**config.mk**
```make
export PLATFORM = sky130hd
export DESIGN_NAME = ipb_bank
export DESIGN_NICKNAME = d
export VERILOG_FILES = /design/src/rtl/ipb_pkg.sv /design/src/rtl/ipb_bank.sv /design/src/rtl/ipb_level_encode.sv
export SDC_FILE = /design/constraint.sdc
export NUM_CORES = 1
export LEC_CHECK = 0
export ABC_CLOCK_PERIOD_IN_PS = 5150
export BUFFER_PORTS_ARGS = -buffer_cell sky130_fd_sc_hd__buf_4
export CAP_MARGIN = 30
export CORE_MARGIN = 5
export CORE_UTILIZATION = 50
export DETAILED_ROUTE_END_ITERATION = 12
export PLACE_DENSITY = 0.83
export SYNTH_ARGS = -nofsm -noshare
export SYNTH_HDL_FRONTEND = slang
export SYNTH_SLANG_ARGS = --single-unit
```
**constraint.sdc**
```tcl
create_clock -name CORE_CLK -period 5.15 [get_ports CORE_CLK]
set_clock_uncertainty 0.05 [all_clocks]
set_input_delay 0.2575 -clock CORE_CLK [delete_from_list [all_inputs] [get_ports CORE_CLK]]
set_output_delay 0.2575 -clock CORE_CLK [all_outputs]
set_load 0.005 [all_outputs]
```
**src/rtl/ipb_pkg.sv**
```systemverilog
// ipb_pkg: offsets, field layouts, reset values and carrier structs for
// the interrupt priority enable bank.
// assumes an APB master with 32-bit data; one register per aligned word.
package ipb_pkg;

  // printed offsets are not all multiples of four: they are indices
  localparam logic [11:0] G2_HIGH_IDX = 12'hFC7;
  localparam logic [11:0] G2_LOW_IDX  = 12'hFC8;
  localparam logic [11:0] G3_HIGH_IDX = 12'hFCA;
  localparam logic [11:0] G3_LOW_IDX  = 12'hFCB;
  localparam logic [11:0] SEL_IDX     = 12'hFCD;
  localparam logic [11:0] STAT_IDX    = 12'hFCE;

  localparam int ADDR_W = 14;

  // byte address is four times the index
  localparam logic [13:0] G2_HIGH_ADDR = {G2_HIGH_IDX, 2'h0};
  localparam logic [13:0] G2_LOW_ADDR  = {G2_LOW_IDX, 2'h0};
  localparam logic [13:0] G3_HIGH_ADDR = {G3_HIGH_IDX, 2'h0};
  localparam logic [13:0] G3_LOW_ADDR  = {G3_LOW_IDX, 2'h0};
  localparam logic [13:0] SEL_ADDR     = {SEL_IDX, 2'h0};
  localparam logic [13:0] STAT_ADDR    = {STAT_IDX, 2'h0};

  localparam logic [7:0] ENABLE_RST = 8'h00;
  localparam logic [7:0] SEL_RST    = 8'h00;

  // group three writable bits: 7, 6 and 3..0; bits 5:4 read zero
  localparam logic [7:0] G3_WR_MASK = 8'hCF;
  // select register: bit 0 reserved, reads zero
  localparam logic [7:0] SEL_WR_MASK = 8'hFE;

  // group two bit positions
  localparam int G2_PIN7_VOLTAGE = 7;
  localparam int G2_PIN6_CMP0    = 6;
  localparam int G2_PIN5_CMP1    = 5;
  localparam int G2_SHARED_HI    = 4;
  localparam int G2_SHARED_LO    = 1;
  localparam int G2_PIN0         = 0;

  // group three bit positions
  localparam int G3_TIMER_A     = 7;
  localparam int G3_MULTICHAN   = 6;
  localparam int G3_PORTC_HI    = 3;

  localparam logic [1:0] LVL_DISABLED = 2'h0;
  localparam logic [1:0] LVL_LOW      = 2'h1;
  localparam logic [1:0] LVL_NOMINAL  = 2'h2;
  localparam logic [1:0] LVL_HIGH     = 2'h3;

  typedef logic [1:0] ipb_level_t;

  typedef struct packed {
    logic        psel;
    logic        penable;
    logic        pwrite;
    logic [13:0] paddr;
    logic [31:0] pwdata;
  } ipb_apb_req_s;

  typedef struct packed {
    logic [7:0] high;
    logic [7:0] low;
  } ipb_enable_pair_s;

endpackage

```
**src/rtl/ipb_bank.sv**
```systemverilog
// ipb_bank: APB register bank for the enable/priority pairs of request
// groups two and three, plus the shared source select.
// assumes a single clock and requests already latched elsewhere.
//
// Decided for this implementation: the APB register port.
`timescale 1ns/1ps
module ipb_bank #(
  parameter int G2_W = 8,
  parameter int G3_W = 8
) (
  // clock and reset
  input  wire logic                 CORE_CLK,
  input  wire logic                 RST,
  // apb slave
  input  wire logic                 PSEL,
  input  wire logic                 PENABLE,
  input  wire logic                 PWRITE,
  input  wire logic [13:0]          PADDR,
  input  wire logic [31:0]          PWDATA,
  input  wire logic [3:0]           PSTRB,
  output logic      [31:0]          PRDATA,
  output logic                      PREADY,
  output logic                      PSLVERR,
  // group two request sources
  input  wire logic                 PIN7_REQ,
  input  wire logic                 LOW_VOLTAGE_DETECTOR_REQ,
  input  wire logic                 PIN6_REQ,
  input  wire logic                 CMP0_REQ,
  input  wire logic                 PIN5_REQ,
  input  wire logic                 CMP1_REQ,
  input  wire logic [4:1]           PORTA_SHARED_REQ,
  input  wire logic [4:1]           PORTD_SHARED_REQ,
  input  wire logic                 PIN0_REQ,
  // group three request sources
  input  wire logic                 TIMER_A_REQ,
  input  wire logic                 MULTICHAN_TIMER_REQ,
  input  wire logic [3:0]           PORTC_REQ,
  // to arbiter
  output logic      [2*G2_W-1:0]    REQUEST_GROUP_TWO_LEVEL,
  output logic      [2*G3_W-1:0]    REQUEST_GROUP_THREE_LEVEL,
  output logic      [G2_W-1:0]      REQUEST_GROUP_TWO,
  output logic      [G3_W-1:0]      REQUEST_GROUP_THREE
);

  ipb_pkg::ipb_apb_req_s   req;
  ipb_pkg::ipb_enable_pair_s g2_r;
  ipb_pkg::ipb_enable_pair_s g3_r;
  logic [7:0]              shared_source_select_r;
  logic [G2_W-1:0]         g2_raw;
  logic [G3_W-1:0]         g3_raw;
  logic                    wr_take;
  logic                    rd_take;
  logic                    addr_ok;
  logic [7:0]              rd_byte;
  logic                    wr_g2_high;
  logic                    wr_g2_low;
  logic                    wr_g3_high;
  logic                    wr_g3_low;
  logic                    wr_sel;
  logic [3:0]              g2_enabled_cnt;
  logic [3:0]              g3_enabled_cnt;
  // named views of the enable fields, group two
  logic                    pin7_voltage_hi_en;
  logic                    pin7_voltage_lo_en;
  logic                    pin6_cmp0_hi_en;
  logic                    pin6_cmp0_lo_en;
  logic                    pin5_cmp1_hi_en;
  logic                    pin5_cmp1_lo_en;
  logic [4:1]              shared_pin_hi_en;
  logic [4:1]              shared_pin_lo_en;
  logic                    pin0_hi_en;
  logic                    pin0_lo_en;
  // group three
  logic                    timer_a_hi_en;
  logic                    timer_a_lo_en;
  logic                    multichan_timer_hi_en;
  logic                    multichan_timer_lo_en;
  logic [3:0]              portc_pin_hi_en;
  logic [3:0]              portc_pin_lo_en;
  // select fields
  logic                    low_voltage_sel;
  logic                    cmp0_sel;
  logic                    cmp1_sel;
  logic [4:1]              shared_source_sel;
  // encoder inputs rebuilt from the fields
  logic [7:0]              g2_hi_vec;
  logic [7:0]              g2_lo_vec;
  logic [7:0]              g3_hi_vec;
  logic [7:0]              g3_lo_vec;

  // merge a byte write under lane 0 strobe and a mask of writable bits
  function automatic logic [7:0] merge_byte(
    input logic [7:0] old_v,
    input logic [7:0] new_v,
    input logic [7:0] mask,
    input logic       lane
  );
    merge_byte = lane ? ((new_v & mask) | (old_v & ~mask)) : old_v;
  endfunction

  // number of sources enabled at any level, shown in the status word
  function automatic logic [3:0] count_enabled(
    input logic [7:0] hi,
    input logic [7:0] lo
  );
    logic [3:0] n;
    n = 4'h0;
    for (int i = 0; i < 8; i++) begin
      n = n + {3'h0, hi[i] | lo[i]};
    end
    count_enabled = n;
  endfunction

  assign req.psel    = PSEL;
  assign req.penable = PENABLE;
  assign req.pwrite  = PWRITE;
  assign req.paddr   = PADDR;
  assign req.pwdata  = PWDATA;

  // zero wait states: every access completes in its first access cycle
  assign PREADY = 1'b1;

  always_comb begin
    case (req.paddr)
      ipb_pkg::G2_HIGH_ADDR,
      ipb_pkg::G2_LOW_ADDR,
      ipb_pkg::G3_HIGH_ADDR,
      ipb_pkg::G3_LOW_ADDR,
      ipb_pkg::SEL_ADDR,
      ipb_pkg::STAT_ADDR: addr_ok = 1'b1;
      default:            addr_ok = 1'b0;
    endcase
  end

  // unmapped addresses answer with an error, nothing stored
  assign PSLVERR = req.psel & req.penable & ~addr_ok;
  assign wr_take = req.psel & req.penable & req.pwrite & addr_ok;
  assign rd_take = req.psel & req.penable & ~req.pwrite;

  // one write strobe per stored register; the status word has none,
  // so writes there are taken without effect and without error
  assign wr_g2_high = wr_take && (req.paddr == ipb_pkg::G2_HIGH_ADDR);
  assign wr_g2_low  = wr_take && (req.paddr == ipb_pkg::G2_LOW_ADDR);
  assign wr_g3_high = wr_take && (req.paddr == ipb_pkg::G3_HIGH_ADDR);
  assign wr_g3_low  = wr_take && (req.paddr == ipb_pkg::G3_LOW_ADDR);
  assign wr_sel     = wr_take && (req.paddr == ipb_pkg::SEL_ADDR);

  // group two high register
  always_ff @(posedge CORE_CLK or posedge RST) begin
    if (RST) begin
      g2_r.high <= ipb_pkg::ENABLE_RST;
    end else if (wr_g2_high) begin
      g2_r.high <= merge_byte(g2_r.high, req.pwdata[7:0], 8'hFF,
                              PSTRB[0]);
    end
  end

  // group two low register
  always_ff @(posedge CORE_CLK or posedge RST) begin
    if (RST) begin
      g2_r.low <= ipb_pkg::ENABLE_RST;
    end else if (wr_g2_low) begin
      g2_r.low <= merge_byte(g2_r.low, req.pwdata[7:0], 8'hFF,
                             PSTRB[0]);
    end
  end

  // group three high register; reserved bits never leave zero
  always_ff @(posedge CORE_CLK or posedge RST) begin
    if (RST) begin
      g3_r.high <= ipb_pkg::ENABLE_RST;
    end else if (wr_g3_high) begin
      g3_r.high <= merge_byte(g3_r.high, req.pwdata[7:0],
                              ipb_pkg::G3_WR_MASK, PSTRB[0]);
    end
  end

  // group three low register
  always_ff @(posedge CORE_CLK or posedge RST) begin
    if (RST) begin
      g3_r.low <= ipb_pkg::ENABLE_RST;
    end else if (wr_g3_low) begin
      g3_r.low <= merge_byte(g3_r.low, req.pwdata[7:0],
                             ipb_pkg::G3_WR_MASK, PSTRB[0]);
    end
  end

  // shared source select
  always_ff @(posedge CORE_CLK or posedge RST) begin
    if (RST) begin
      shared_source_select_r <= ipb_pkg::SEL_RST;
    end else if (wr_sel) begin
      shared_source_select_r <= merge_byte(shared_source_select_r,
                                           req.pwdata[7:0],
                                           ipb_pkg::SEL_WR_MASK,
                                           PSTRB[0]);
    end
  end

  // read mux; status shows enabled counts of both groups
  always_comb begin
    case (req.paddr)
      ipb_pkg::G2_HIGH_ADDR: rd_byte = g2_r.high;
      ipb_pkg::G2_LOW_ADDR:  rd_byte = g2_r.low;
      ipb_pkg::G3_HIGH_ADDR: rd_byte = g3_r.high;
      ipb_pkg::G3_LOW_ADDR:  rd_byte = g3_r.low;
      ipb_pkg::SEL_ADDR:     rd_byte = shared_source_select_r;
      ipb_pkg::STAT_ADDR:    rd_byte = {g3_enabled_cnt, g2_enabled_cnt};
      default:               rd_byte = 8'h00;
    endcase
  end

  // read data is held in a flop only so it is stable; loaded combinationally
  // into the access cycle would need no flop, but data outputs are flopped,
  // so the word is captured during the setup cycle
  always_ff @(posedge CORE_CLK or posedge RST) begin
    if (RST) begin
      PRDATA <= 32'h0000_0000;
    end else if (req.psel && !req.penable && !req.pwrite) begin
      PRDATA <= {24'h00_0000, rd_byte};
    end else if (rd_take) begin
      PRDATA <= 32'h0000_0000;
    end
  end

  // source routing for group two
  always_comb begin
    g2_raw = '0;
    g2_raw[ipb_pkg::G2_PIN7_VOLTAGE] = low_voltage_sel
                                       ? LOW_VOLTAGE_DETECTOR_REQ
                                       : PIN7_REQ;
    g2_raw[ipb_pkg::G2_PIN6_CMP0]    = cmp0_sel
                                       ? CMP0_REQ : PIN6_REQ;
    g2_raw[ipb_pkg::G2_PIN5_CMP1]    = cmp1_sel
                                       ? CMP1_REQ : PIN5_REQ;
    for (int i = ipb_pkg::G2_SHARED_LO; i <= ipb_pkg::G2_SHARED_HI; i++) begin
      // clear picks port A, set picks port D
      g2_raw[i] = shared_source_sel[i] ? PORTD_SHARED_REQ[i]
                                       : PORTA_SHARED_REQ[i];
    end
    g2_raw[ipb_pkg::G2_PIN0] = PIN0_REQ;
  end

  // source routing for group three; reserved positions carry nothing
  always_comb begin
    g3_raw = '0;
    g3_raw[ipb_pkg::G3_TIMER_A]   = TIMER_A_REQ;
    g3_raw[ipb_pkg::G3_MULTICHAN] = MULTICHAN_TIMER_REQ;
    g3_raw[ipb_pkg::G3_PORTC_HI:0] = PORTC_REQ;
  end

  // named field views; positions come from the package
  assign pin7_voltage_hi_en    = g2_r.high[ipb_pkg::G2_PIN7_VOLTAGE];
  assign pin7_voltage_lo_en    = g2_r.low[ipb_pkg::G2_PIN7_VOLTAGE];
  assign pin6_cmp0_hi_en       = g2_r.high[ipb_pkg::G2_PIN6_CMP0];
  assign pin6_cmp0_lo_en       = g2_r.low[ipb_pkg::G2_PIN6_CMP0];
  assign pin5_cmp1_hi_en       = g2_r.high[ipb_pkg::G2_PIN5_CMP1];
  assign pin5_cmp1_lo_en       = g2_r.low[ipb_pkg::G2_PIN5_CMP1];
  assign shared_pin_hi_en      =
    g2_r.high[ipb_pkg::G2_SHARED_HI:ipb_pkg::G2_SHARED_LO];
  assign shared_pin_lo_en      =
    g2_r.low[ipb_pkg::G2_SHARED_HI:ipb_pkg::G2_SHARED_LO];
  assign pin0_hi_en            = g2_r.high[ipb_pkg::G2_PIN0];
  assign pin0_lo_en            = g2_r.low[ipb_pkg::G2_PIN0];
  assign timer_a_hi_en         = g3_r.high[ipb_pkg::G3_TIMER_A];
  assign timer_a_lo_en         = g3_r.low[ipb_pkg::G3_TIMER_A];
  assign multichan_timer_hi_en = g3_r.high[ipb_pkg::G3_MULTICHAN];
  assign multichan_timer_lo_en = g3_r.low[ipb_pkg::G3_MULTICHAN];
  assign portc_pin_hi_en       = g3_r.high[ipb_pkg::G3_PORTC_HI:0];
  assign portc_pin_lo_en       = g3_r.low[ipb_pkg::G3_PORTC_HI:0];

  // select fields; bit 0 has no field, so pin 0 is never switched
  assign low_voltage_sel       =
    shared_source_select_r[ipb_pkg::G2_PIN7_VOLTAGE];
  assign cmp0_sel              =
    shared_source_select_r[ipb_pkg::G2_PIN6_CMP0];
  assign cmp1_sel              =
    shared_source_select_r[ipb_pkg::G2_PIN5_CMP1];
  assign shared_source_sel     =
    shared_source_select_r[ipb_pkg::G2_SHARED_HI:ipb_pkg::G2_SHARED_LO];

  // encoder inputs rebuilt from the fields; reserved group three
  // positions are tied to zero here as well as in the registers
  always_comb begin
    g2_hi_vec = '0;
    g2_lo_vec = '0;
    g2_hi_vec[ipb_pkg::G2_PIN7_VOLTAGE] = pin7_voltage_hi_en;
    g2_lo_vec[ipb_pkg::G2_PIN7_VOLTAGE] = pin7_voltage_lo_en;
    g2_hi_vec[ipb_pkg::G2_PIN6_CMP0]    = pin6_cmp0_hi_en;
    g2_lo_vec[ipb_pkg::G2_PIN6_CMP0]    = pin6_cmp0_lo_en;
    g2_hi_vec[ipb_pkg::G2_PIN5_CMP1]    = pin5_cmp1_hi_en;
    g2_lo_vec[ipb_pkg::G2_PIN5_CMP1]    = pin5_cmp1_lo_en;
    g2_hi_vec[ipb_pkg::G2_SHARED_HI:ipb_pkg::G2_SHARED_LO] = shared_pin_hi_en;
    g2_lo_vec[ipb_pkg::G2_SHARED_HI:ipb_pkg::G2_SHARED_LO] = shared_pin_lo_en;
    g2_hi_vec[ipb_pkg::G2_PIN0]         = pin0_hi_en;
    g2_lo_vec[ipb_pkg::G2_PIN0]         = pin0_lo_en;
  end

  always_comb begin
    g3_hi_vec = '0;
    g3_lo_vec = '0;
    g3_hi_vec[ipb_pkg::G3_TIMER_A]    = timer_a_hi_en;
    g3_lo_vec[ipb_pkg::G3_TIMER_A]    = timer_a_lo_en;
    g3_hi_vec[ipb_pkg::G3_MULTICHAN]  = multichan_timer_hi_en;
    g3_lo_vec[ipb_pkg::G3_MULTICHAN]  = multichan_timer_lo_en;
    g3_hi_vec[ipb_pkg::G3_PORTC_HI:0] = portc_pin_hi_en;
    g3_lo_vec[ipb_pkg::G3_PORTC_HI:0] = portc_pin_lo_en;
  end

  // enabled counts for the status word
  assign g2_enabled_cnt = count_enabled(g2_r.high, g2_r.low);
  assign g3_enabled_cnt = count_enabled(g3_r.high, g3_r.low);

  // levels come straight from the registers, so a write shows next cycle
  ipb_level_encode #(
    .WIDTH (G2_W)
  ) u_group_two (
    .high_en (g2_hi_vec),
    .low_en  (g2_lo_vec),
    .req_in  (g2_raw),
    .level   (REQUEST_GROUP_TWO_LEVEL),
    .req_out (REQUEST_GROUP_TWO)
  );

  ipb_level_encode #(
    .WIDTH (G3_W)
  ) u_group_three (
    .high_en (g3_hi_vec),
    .low_en  (g3_lo_vec),
    .req_in  (g3_raw),
    .level   (REQUEST_GROUP_THREE_LEVEL),
    .req_out (REQUEST_GROUP_THREE)
  );

endmodule

```
**src/rtl/ipb_level_encode.sv**
```systemverilog
// ipb_level_encode: turns one group's high/low enable pair into a
// two-bit priority per source and gates raw requests by it.
// assumes requests are already latched and synchronous to the clock.
`timescale 1ns/1ps
module ipb_level_encode #(
  parameter int WIDTH = 8
) (
  // enables
  input  wire logic [WIDTH-1:0]   high_en,
  input  wire logic [WIDTH-1:0]   low_en,
  // requests
  input  wire logic [WIDTH-1:0]   req_in,
  // results
  output logic      [2*WIDTH-1:0] level,
  output logic      [WIDTH-1:0]   req_out
);

  always_comb begin
    for (int i = 0; i < WIDTH; i++) begin
      // high bit is the msb of the level
      level[2*i +: 2] = {high_en[i], low_en[i]};
      // disabled sources never reach the arbiter
      req_out[i]      = req_in[i] & (high_en[i] | low_en[i]);
    end
  end

endmodule

```
# After elaboration in Yosys (flattened, before gate mapping)
# Cells that the tools add are included.
word_totals:
  inputBits: 76
  out_inout_bits: 82
  elab_cells: 93
  regBits: 72
op_classes:
  n_reduce_logical: 16
  n_addsub: 14
  muxes: 11
  eq_ne: 6
  n_bitwise: 40
op_table:
  columns: ["op", "n"]
  rows:
  - ["$eq 14x14->1 const B", 6]
  - ["$mux 32", 2]
  - ["$pmux 8 s6", 1]
  - ["$add 4x1->4", 8]
  - ["$and 1x1->1", 19]
  - ["$or 1x1->1", 16]
  - ["$or 8x6->8", 2]
  - ["$reduce_and 2->1", 5]
  - ["$add 3x1->4", 2]
  - ["$mux 1", 8]
  - ["$or 8x1->8", 1]
  - ["$logic_and 1x1->1", 7]
  - ["$add 2x1->3", 2]
  - ["$reduce_or 6->1", 1]
  - ["$add 1x1->2", 2]
  - ["$logic_not 1->1", 2]
  - ["$not 1->1", 2]
  - ["$reduce_bool 2->1", 1]

# Logic depth before layout (Yosys ltp)
# Gate-level depths: netlist (run 1).
depth:
  depth_word: 10
  mapped_depth: 13
  depth_no_buf: 13

# Modules after synthesis
# From an unflattened synthesis (run 1), not the netlist that was laid out.
unflattened:
  cells_unflattened: 309
  area_unflattened_um2: 3199.3
modules_own_cells:
  columns: ["module", "seq_area_each_um2", "n_inst", "area_each_um2", "cells_each"]
  rows:
  - ["ipb_bank", 1076.0, 1, 2839.0, 261]
  - ["ipb_level_encode", 0.0, 2, 180.2, 24]

# Least setup slack after synthesis (run 1)
# Ideal clock, no wire load.
synth_timing:
  kind: "register to register"
  startpoint: "register g2_r (netlist bit g2_hi_vec[0])"
  endpoint: "register PRDATA[2]"
  stages_incl_launch_ff: 13
  t_arrival_ns: 3.373
  path_slack_ns: 1.594
  setup_ns: 0.133
  required_time_ns: 4.967
  period_less_slack_ns: 3.556
  n_path_buf: 0
  cell_sequence: "dfrtp_1 or2_2 fa_1 inv_1 fa_1 fa_1 inv_1 ha_1 fa_1 xor2_1 a32o_1 nor2_1 o21ai_1"
synth_between:
  elab_chain_len: 10
synth_lines:
  columns: ["element", "line_no", "rtl"]
  rows:
  - ["from (decl)", "ipb_bank.sv:46", "ipb_pkg::ipb_enable_pair_s g2_r;"]
  - ["$or 1x1->1", "ipb_bank.sv:109", "n = n + {3'h0, hi[i] | lo[i]};"]
  - ["$add 1x1->2", "ipb_bank.sv:109", null]
  - ["$add 2x1->3", "ipb_bank.sv:109", null]
  - ["$add 3x1->4", "ipb_bank.sv:109", null]
  - ["$add 4x1->4 (4 in series)", "ipb_bank.sv:109", null]
  - ["$pmux 8 s6", "ipb_bank.sv:202", "case (req.paddr)"]
  - ["$mux 32", "ipb_bank.sv:219", "end else if (req.psel && !req.penable && !req.pwrite) begin"]
  - ["to (signal assigned)", "ipb_bank.sv:220", "PRDATA <= {24'h00_0000, rd_byte};"]
  - ["to (decl)", "ipb_bank.sv:21", "output logic [31:0] PRDATA,"]
# Every way passes these cells.
# A chain may end at the register's enable or synchronous reset.

# Worst setup path in the final report (run 1)
layout_timing:
  startpoint: "register g2_r (netlist bit g2_hi_vec[2])"
  endpoint: "register PRDATA[2]"
layout_between:
  elab_chain_len: 9
layout_lines:
  columns: ["element", "line_no"]
  rows:
  - ["$or 1x1->1", "ipb_bank.sv:109"]
  - ["$add 2x1->3", "ipb_bank.sv:109"]
  - ["$add 3x1->4", "ipb_bank.sv:109"]
  - ["$add 4x1->4 (4 in series)", "ipb_bank.sv:109"]
  - ["$pmux 8 s6 (*)", "ipb_bank.sv:202"]
  - ["$mux 32 (*)", "ipb_bank.sv:219"]
# Mark *: on every way between the ends. The rest lies on a longest branch, timed or not.

==> key figures, run 1 <==
Detailed routing
  • Met3 Routed Length: 716 um
  • Iter 0 DRT Violations: 174
  • Routed metal-1 wire length: 2970 um
  • Top Layer Used: met4
  • Avg Vias per Cell: 5.35
  • Antenna Nets Post-Route: 0
  • DR pass1 iterations: 4
  • DRT Wirelength: 7560 um
  • Post-route DRC: 0
  • Routed len/inst: 16.9 um
  • Via Count: 2,395
  • Met2 WL: 3830 um

STA
  • Tcrit/Tclk final: 73.4%
  • Finish-stage setup viols: 0
  • Setup TNS Final: 0 ns
  • Slew Limit Fails: 0
  • Slew HR: 44.6%
  • Post-layout min period: 3.78 ns
  • RSZ-0062 raised after global routing: no
  • Final hold vios: 0
  • Max Fclk: 264 MHz
  • Worst Max-Slew Pin Slew: 0.824 ns

Clock tree
  • Num CTS Buffers: 5
  • Max H-tree Level: 2
  • Worst-Skew Late Latency: 0.30 ns
  • Clock slew at reported path FFs: 0.08 ns
  • Clock sinks: 43
  • CTS tree: yes
  • Postcts setup bufs: 0
  • Hold_buf cts: 0
  • Post-CTS Resized: 0
  • Maximum clock path buffer count: 2
  • Clk root buf: clkbuf_8

Job
  • MaxCap Viol Count: 0

Worst hold path
  • Worst hold path class: primary input to asynchronous set/reset pin

Pwr
  • PwrDens: 167 nW/um2
  • Maximum vdd drop: 0.161 mV
  • Leakage: 2.01 nW

Yosys
  • Syn. warnings: 0
  • Xor/xnor share of the synthesized area: 0.866%
  • Seq/Total Area, Yosys: 35.5%
  • Number of synthesized register bits: 43
  • Syn Area/Cell: 11.2 um2
  • Yosys top cell by area: dfrtp_1
  • Synth Flop Type: dfrtp_1
  • Top cell type's share of synthesized area: 35.5%
  • Yosys cell types: 53
  • Post-synthesis cell count: 271
  • Top cells by area, synth: dfrtp_1, mux2_2, buf_4
  • Post-Syn Area: 3030 um2
  • Simple-gate share of the synthesized area: 18.7%
  • Mux contribution to synthesized area: 17.3%
  • Async SR Flop Fraction: 100%
  • Post-Synth Adder-Cell Area: 7.84%
  • Largest family of logic cells by synthesized area: simple AND/OR/NAND/NOR gates
  • Post-synth EDFFs: 0
  • Synth Area in Compound Gates: 9.08%

Die
  • Cell row count: 28
  • Die Width: 87.9 um
  • Core Area: 5920 um2
  • Initial Utilization: 51.2%
  • I/O pin cnt: 158
  • Die Y-Extent: 87.9 um
  • Die area: 7720 um2

Final layout
  • Post-route cell area: 3820 um2
  • N_diodes: 0
  • Syn-to-layout area delta: 25.9%
  • Share of cells above drive strength 1: 45.0%
  • # nets final: 462
  • Leading cell type in the layout, fill and taps excluded: buf_4
  • Commonest cells after routing, fill and taps aside: buf_4, dfrtp_1, mux2_2

Placement
  • Gpl congestion: 0.879
  • Post-DP Area: 3720 um2
  • Dpl hpwl: 6150 um
  • Port Buf Inserts: 99

Setup path
  • Kind of critical path: flop to flop
  • Arrival @ worst endpoint: 3.91 ns
  • CP Max Fanout: 4
  • CP Launch Type: flop
  • Worst EP required: 5.28 ns
  • CP Capture Type: flop

GRT
  • First-pass GRT wire length: 11,800 um
  • Gr usage total: 19.9%
  • Initial antenna violation count: 0
  • Pin count of the biggest net entering global routing: 44
  • GR Overflow Total: 0
  • Vias in the first global route: 2,386

Outcome
  • Status: finished clean
-- synth_stat cells, drive strengths merged (2+ instances only) --
master	instances
a222oi	2
nor2b	3
or2	5
nand2b	2
xor2	2
o2bb2ai	2
inv	14
a32o	2
nor2	23
mux2	35
a22oi	2
and3	3
o32ai	2
nand3	4
and2	7
a21oi	3
a22o	6
buf	36
nand2	14
dfrtp	43
o21ai	9
nor4b	4
nand4	3
fa	7
a2bb2oi	4
ha	7
conb	2
mux2i	13
-- cell type report --
type                            count  area [um2]
Fill cell                         464        2100
Tap cell                           75        93.8
Clock inverter                      1        8.76
Timing Repair Buffer              100         751
Sequential cell                    43        1080
Clock buffer                        7        86.3
Inverter                           14        52.6
Multi-Input combinational cell    208        1750
-- state kept, by name (all words and copies together), names as in the netlist --
register and count:
PRDATA 8, g2_hi_vec 8, g2_lo_vec 8, g3_hi_vec 6, g3_lo_vec 6, shared_source_select_r 7
-- cell families after synthesis --
logic type	count (synthesis)
xor gates and xnor gates	3
DFF	43
buffers and inverters	50
and+or+nand+nor	74
other	2
AOI/OAI and AO/OA	36
adders and majority gates	15
muxes	48
-- worst max-delay path, stage by stage, from the launching register on --
cell	delay (ns)
dfrtp_1	0.42
nor2_1	0.23
inv_1	0.10
fa_1	0.51
inv_1	0.06
fa_1	0.52
fa_1	0.54
inv_1	0.04
ha_1	0.22
fa_1	0.38
xor2_1	0.18
a32o_1	0.22
nor2_1	0.13
o21ai_1	0.06
-- power by group --
group | switching, W | internal [W]
logic | 0.0000391 | 0.0000345
registers | 0.0000000556 | 0.000337
clock network | 0.000115 | 0.000110
total | 0.000154 | 0.000482
-- path summary, 6_finish.rpt --
| kind | start | endpoint | slack (ns) | depth (start not counted) |
|---|---|---|---|---|
| hold reg to reg | PRDATA[2] | PRDATA[2] | 0.44 | 2 |
| max in group asynchronous | RST | g3_lo_vec[0] | 4.64 | 3 |
| hold / removal | RST | shared_source_select_r[5] | 0.04 | 3 |
| min in group CORE_CLK | PWDATA[5] | g2_hi_vec[5] | 0.16 | 2 |
| setup reg to reg | g2_hi_vec[2] | PRDATA[2] | 1.37 | 13 |
| setup / recovery | g2_hi_vec[2] | PRDATA[2] | 1.37 | 13 |
-- per-layer routing --
| layer | vias to the layer above | global-route usage [%] |
|---|---|---|
| li1 | 1099 | - |
| met1 | 1167 | 25.5 |
| met2 | 123 | 34.1 |
| met3 | 6 | 4.89 |
| met4 | 0 | 4.18 |
| met5 | - | 0 |
-- per-stage QoR --
stage,utilization (%),worst slack [ns],instances,total power (W),hold WS [ns]
after global placement,62.9,1.46,440,0.000415,0.376
after CTS,64.5,1.40,448,0.000642,0.0515
after detailed placement,62.9,1.42,440,0.000417,0.382
after floorplan,-,1.59,301,0.000392,0.358
after global routing,64.5,1.20,448,0.000663,0.0938
final,64.5,1.37,448,0.000636,0.0373
Power figures use the tool's default switching activity.
==> inputs of run 2 (changes only) <==
Settings changed: ABC_AREA set to 1, ABC_CLOCK_PERIOD_IN_PS 5150 to 3400, CORE_UTILIZATION 50 to 42, PLACE_DENSITY 0.83 to 0.73.
Clock period 5.15 ns to 3.4 ns, I/O delays scaled along.
==> run 2 against run 1 <==
Net effect: the flow now finishes with violations (setup timing); combinational power rose by 43%; cell count rose by 40%; die area rose by 22%; fmax rose by 9.3%; wire length rose by 21%; synthesized cell count rose by 55%; synthesized area rose by 4.8%; worst setup slack got worse by 1.4 ns; worst hold slack improved by 0.023 ns; critical path type unchanged; largest cell class unchanged.
==> key figures, run 2 <==
Final layout
  • Syn-to-layout area delta: 28.2% (was 25.9%)
  • # nets final: 619 (was 462)
  • Commonest cells after routing, fill and taps aside: nand2_1, buf_4, inv_1 (was buf_4, dfrtp_1, mux2_2)
  • Post-Layout Cell Count: 629 (was 448)
  • Share of cells above drive strength 1: 30.8% (was 45.0%)
  • N_diodes: 0 (unchanged)
  • Leading cell type in the layout, fill and taps excluded: nand2_1 (was buf_4)

Setup path
  • Crit-path cells: or2_4 > fa_1 > inv_1 > fa_1 > fa_1 > inv_1 > ha_2 > fa_2 > xor2_1 > nand3_1 > o21ai_1 > nor2_1 > nand2_1 > nand2_1 > nand2_1 (was nor2_1 > inv_1 > fa_1 > inv_1 > fa_1 > fa_1 > inv_1 > ha_1 > fa_1 > xor2_1 > a32o_1 > nor2_1 > o21ai_1)
  • CP max stage delay: 0.53 ns (was 0.54 ns)
  • Crit path to: PRDATA[2] (unchanged)
  • Kind of critical path: flop to flop (unchanged)
  • Worst EP required: 3.54 ns (was 5.28 ns)
  • R2r startpoint: g2_hi_vec[3] (was g2_hi_vec[2])
  • RR Endpoint: PRDATA[2] (unchanged)
  • CP Launch Type: flop (unchanged)
  • CP Max Fanout: 2 (was 4)
  • Worst R2R Path Depth: 15 (was 13)
  • Arrival @ worst endpoint: 3.60 ns (was 3.91 ns)
  • CP Capture Type: flop (unchanged)
  • CP max-delay cell: fa_1 (unchanged)
  • Crit path launch: g2_hi_vec[3] (was g2_hi_vec[2])
  • Flop2flop setup slack: -0.06 ns (was 1.37 ns)

Yosys
  • Async SR Flop Fraction: 100% (unchanged)
  • Syn Area/Cell: 7.55 um2 (was 11.2 um2)
  • Yosys top cell by area: dfrtp_1 (unchanged)
  • Syn. warnings: 0 (unchanged)
  • Synth Flop Type: dfrtp_1 (unchanged)
  • Post-synth EDFFs: 0 (unchanged)
  • Count leader, synth: nand2_1 (was dfrtp_1)
  • Top cells by area, synth: dfrtp_1, nand2_1, buf_4 (was dfrtp_1, mux2_2, buf_4)
  • Seq/Total Area, Yosys: 33.8% (was 35.5%)
  • Number of synthesized register bits: 43 (unchanged)
  • Yosys cell types: 30 (was 53)
  • Top cells by count, synth: nand2_1, inv_1, dfrtp_1 (was dfrtp_1, mux2_2, buf_4)
  • Top cell type's share of synthesized area: 33.8% (was 35.5%)
  • Post-Syn Area: 3180 um2 (was 3030 um2)
  • Post-synthesis cell count: 421 (was 271)

STA
  • Worst Max-Slew Pin Slew: 0.882 ns (was 0.824 ns)
  • RSZ-0062 raised after global routing: yes (was no)
  • Hold slack: 0.0602 ns (was 0.0373 ns)
  • Post-layout min period: 3.46 ns (was 3.78 ns)
  • Setup WS post-layout: -0.0583 ns (was 1.37 ns)
  • Finish-stage setup viols: 2 (was 0)
  • Slew HR: 41.0% (was 44.6%)
  • Slew Limit Fails: 0 (unchanged)
  • Tcrit/Tclk final: 102% (was 73.4%)
  • Final hold vios: 0 (unchanged)
  • Max Fclk: 289 MHz (was 264 MHz)

Detailed routing
  • Routed len/inst: 14.5 um (was 16.9 um)
  • Post-route DRC: 0 (unchanged)
  • Via Count: 3,010 (was 2,395)
  • Iter 0 DRT Violations: 167 (was 174)
  • DRT Wirelength: 9140 um (was 7560 um)
  • Antenna Nets Post-Route: 0 (unchanged)
  • Avg Vias per Cell: 4.79 (was 5.35)
  • DR pass1 iterations: 4 (unchanged)

GRT
  • GR Overflow Total: 0 (unchanged)
  • First-pass GRT wire length: 15,200 um (was 11,800 um)
  • Initial antenna violation count: 0 (unchanged)
  • Gr usage total: 19.4% (was 19.9%)
  • Vias in the first global route: 3,032 (was 2,386)
  • Pin count of the biggest net entering global routing: 44 (unchanged)

Clock tree
  • Num CTS Buffers: 5 (unchanged)
  • Worst-Skew Late Latency: 0.30 ns (about the same)
  • Clock slew at reported path FFs: 0.09 ns (was 0.08 ns)
  • Clk root buf: clkbuf_8 (unchanged)
  • Clock sinks: 43 (unchanged)
  • Postcts setup bufs: 0 (unchanged)
  • CTS tree: yes (unchanged)
  • Maximum clock path buffer count: 2 (unchanged)
  • Max H-tree Level: 2 (unchanged)

Worst hold path
  • Worst hold path class: primary input to flop (was primary input to asynchronous set/reset pin)

Die
  • Die Width: 97.0 um (was 87.9 um)
  • Die Y-Extent: 97.0 um (was 87.9 um)
  • Initial Utilization: 43.4% (was 51.2%)
  • Cell row count: 31 (was 28)
  • I/O pin cnt: 158 (unchanged)
  • Die area: 9410 um2 (was 7720 um2)
  • Core Area: 7330 um2 (was 5920 um2)

Placement
  • Dpl hpwl: 7450 um (was 6150 um)
  • Port Buf Inserts: 99 (unchanged)
  • Gpl congestion: 0.889 (was 0.879)
  • Post-Place Cells: 620 (was 440)

Pwr
  • PwrDens: 256 nW/um2 (was 167 nW/um2)
  • Leakage: 2.36 nW (was 2.01 nW)
  • Maximum vdd drop: 0.167 mV (was 0.161 mV)

Outcome
  • Status: finished with violations (was finished clean)
  • Failing checks: setup timing

Job
  • MaxCap Viol Count: 0 (unchanged)
run 2: cell count changes after synthesis, moves of 11 or more:
cell | before | now
nand2_1 | 11 | 131
mux2_2 | 35 | 0
inv_1 | 13 | 47
nand4_1 | 1 | 23
o21ai_0 | 1 | 17
mux2i_1 | 13 | 2
run 2: worst min path at each step:
stage,startpoint,to,cells past startpoint
after global routing,PWDATA[4],g2_lo_vec[4],3
after CTS,PWDATA[5],g2_lo_vec[5],3
after floorplan,PWDATA[4],g2_lo_vec[4],2
after global placement,RST,PRDATA[5],3
after detailed placement,RST,PRDATA[6],3
final,PWDATA[5],g2_lo_vec[5],3
run 2: timing repair:
item                                    in CTS  in global routing
endpoints found under the setup margin       2                  2
hold endpoints to repair                    43                  0
gates cloned                                 0                  0
gates resized for setup                      1                  0
hold buffers                                 1                  0
run 2: logic make-up (layout without fill, tap and decap cells):
family	after synthesis	count (layout)	share of synthesized area [%]
simple gates	227	227	34.4
xor+xnor	2	2	0.551
buf+inv	90	169	15.3
flops	43	43	33.8
compound gates	41	41	7.79
fa+ha+maj	14	14	7.16
mux	2	2	0.630
other cells	2	32	0.236
run 2: final cells by class:
cell class	instances	area [um2]
Multi-Input combinational cell	318	1740
Clock inverter	2	38.8
Sequential cell	43	1080
Tap cell	99	124
Clock buffer	6	82.6
Fill cell	692	3260
Timing Repair Buffer	109	821
Inverter	52	195
run 2: per-layer routing:
layer  wire [um]  part of all wire [%]  vias up  track usage (%)
met5           0                     0        -                0
met4         143                   1.6        0             4.64
met3         700                   7.7       12             4.53
met2        4490                    49      115             32.3
met1        3810                    42     1403             25.4
li1            -                     -     1480                -
run 2: worst max-delay path: cells and delay by family (launching register included):
| kind | cells | cell delay, ns |
|---|---|---|
| flip-flops | 1 | 0.39 |
| AND/OR/NAND/NOR | 6 | 0.58 |
| XOR/XNOR | 1 | 0.17 |
| adder cells (fa/ha/maj) | 5 | 1.99 |
| buffers and inverters | 2 | 0.10 |
| AO/OA/AOI/OAI | 1 | 0.06 |
run 2: report_power, final:
part           switching, W  internal, W
logic             0.0000599    0.0000453
clock network      0.000187     0.000242
registers      0.0000000366     0.000511
total              0.000247     0.000798
run 2: stage by stage:
stage	utilization, %	TNS (ns)	worst slack, ns	cell area [um2]	total power (W)
global route	55.6	-0.286	-0.180	4080	0.00108
floorplan	-	0	0.0413	3300	0.000589
finish	55.6	-0.0624	-0.0583	4080	0.00104
CTS	55.6	-0.0690	-0.0514	4080	0.00105
global placement	53.8	0	0.0258	3940	0.000623
detailed placement	53.8	-0.0214	-0.0214	3940	0.000625
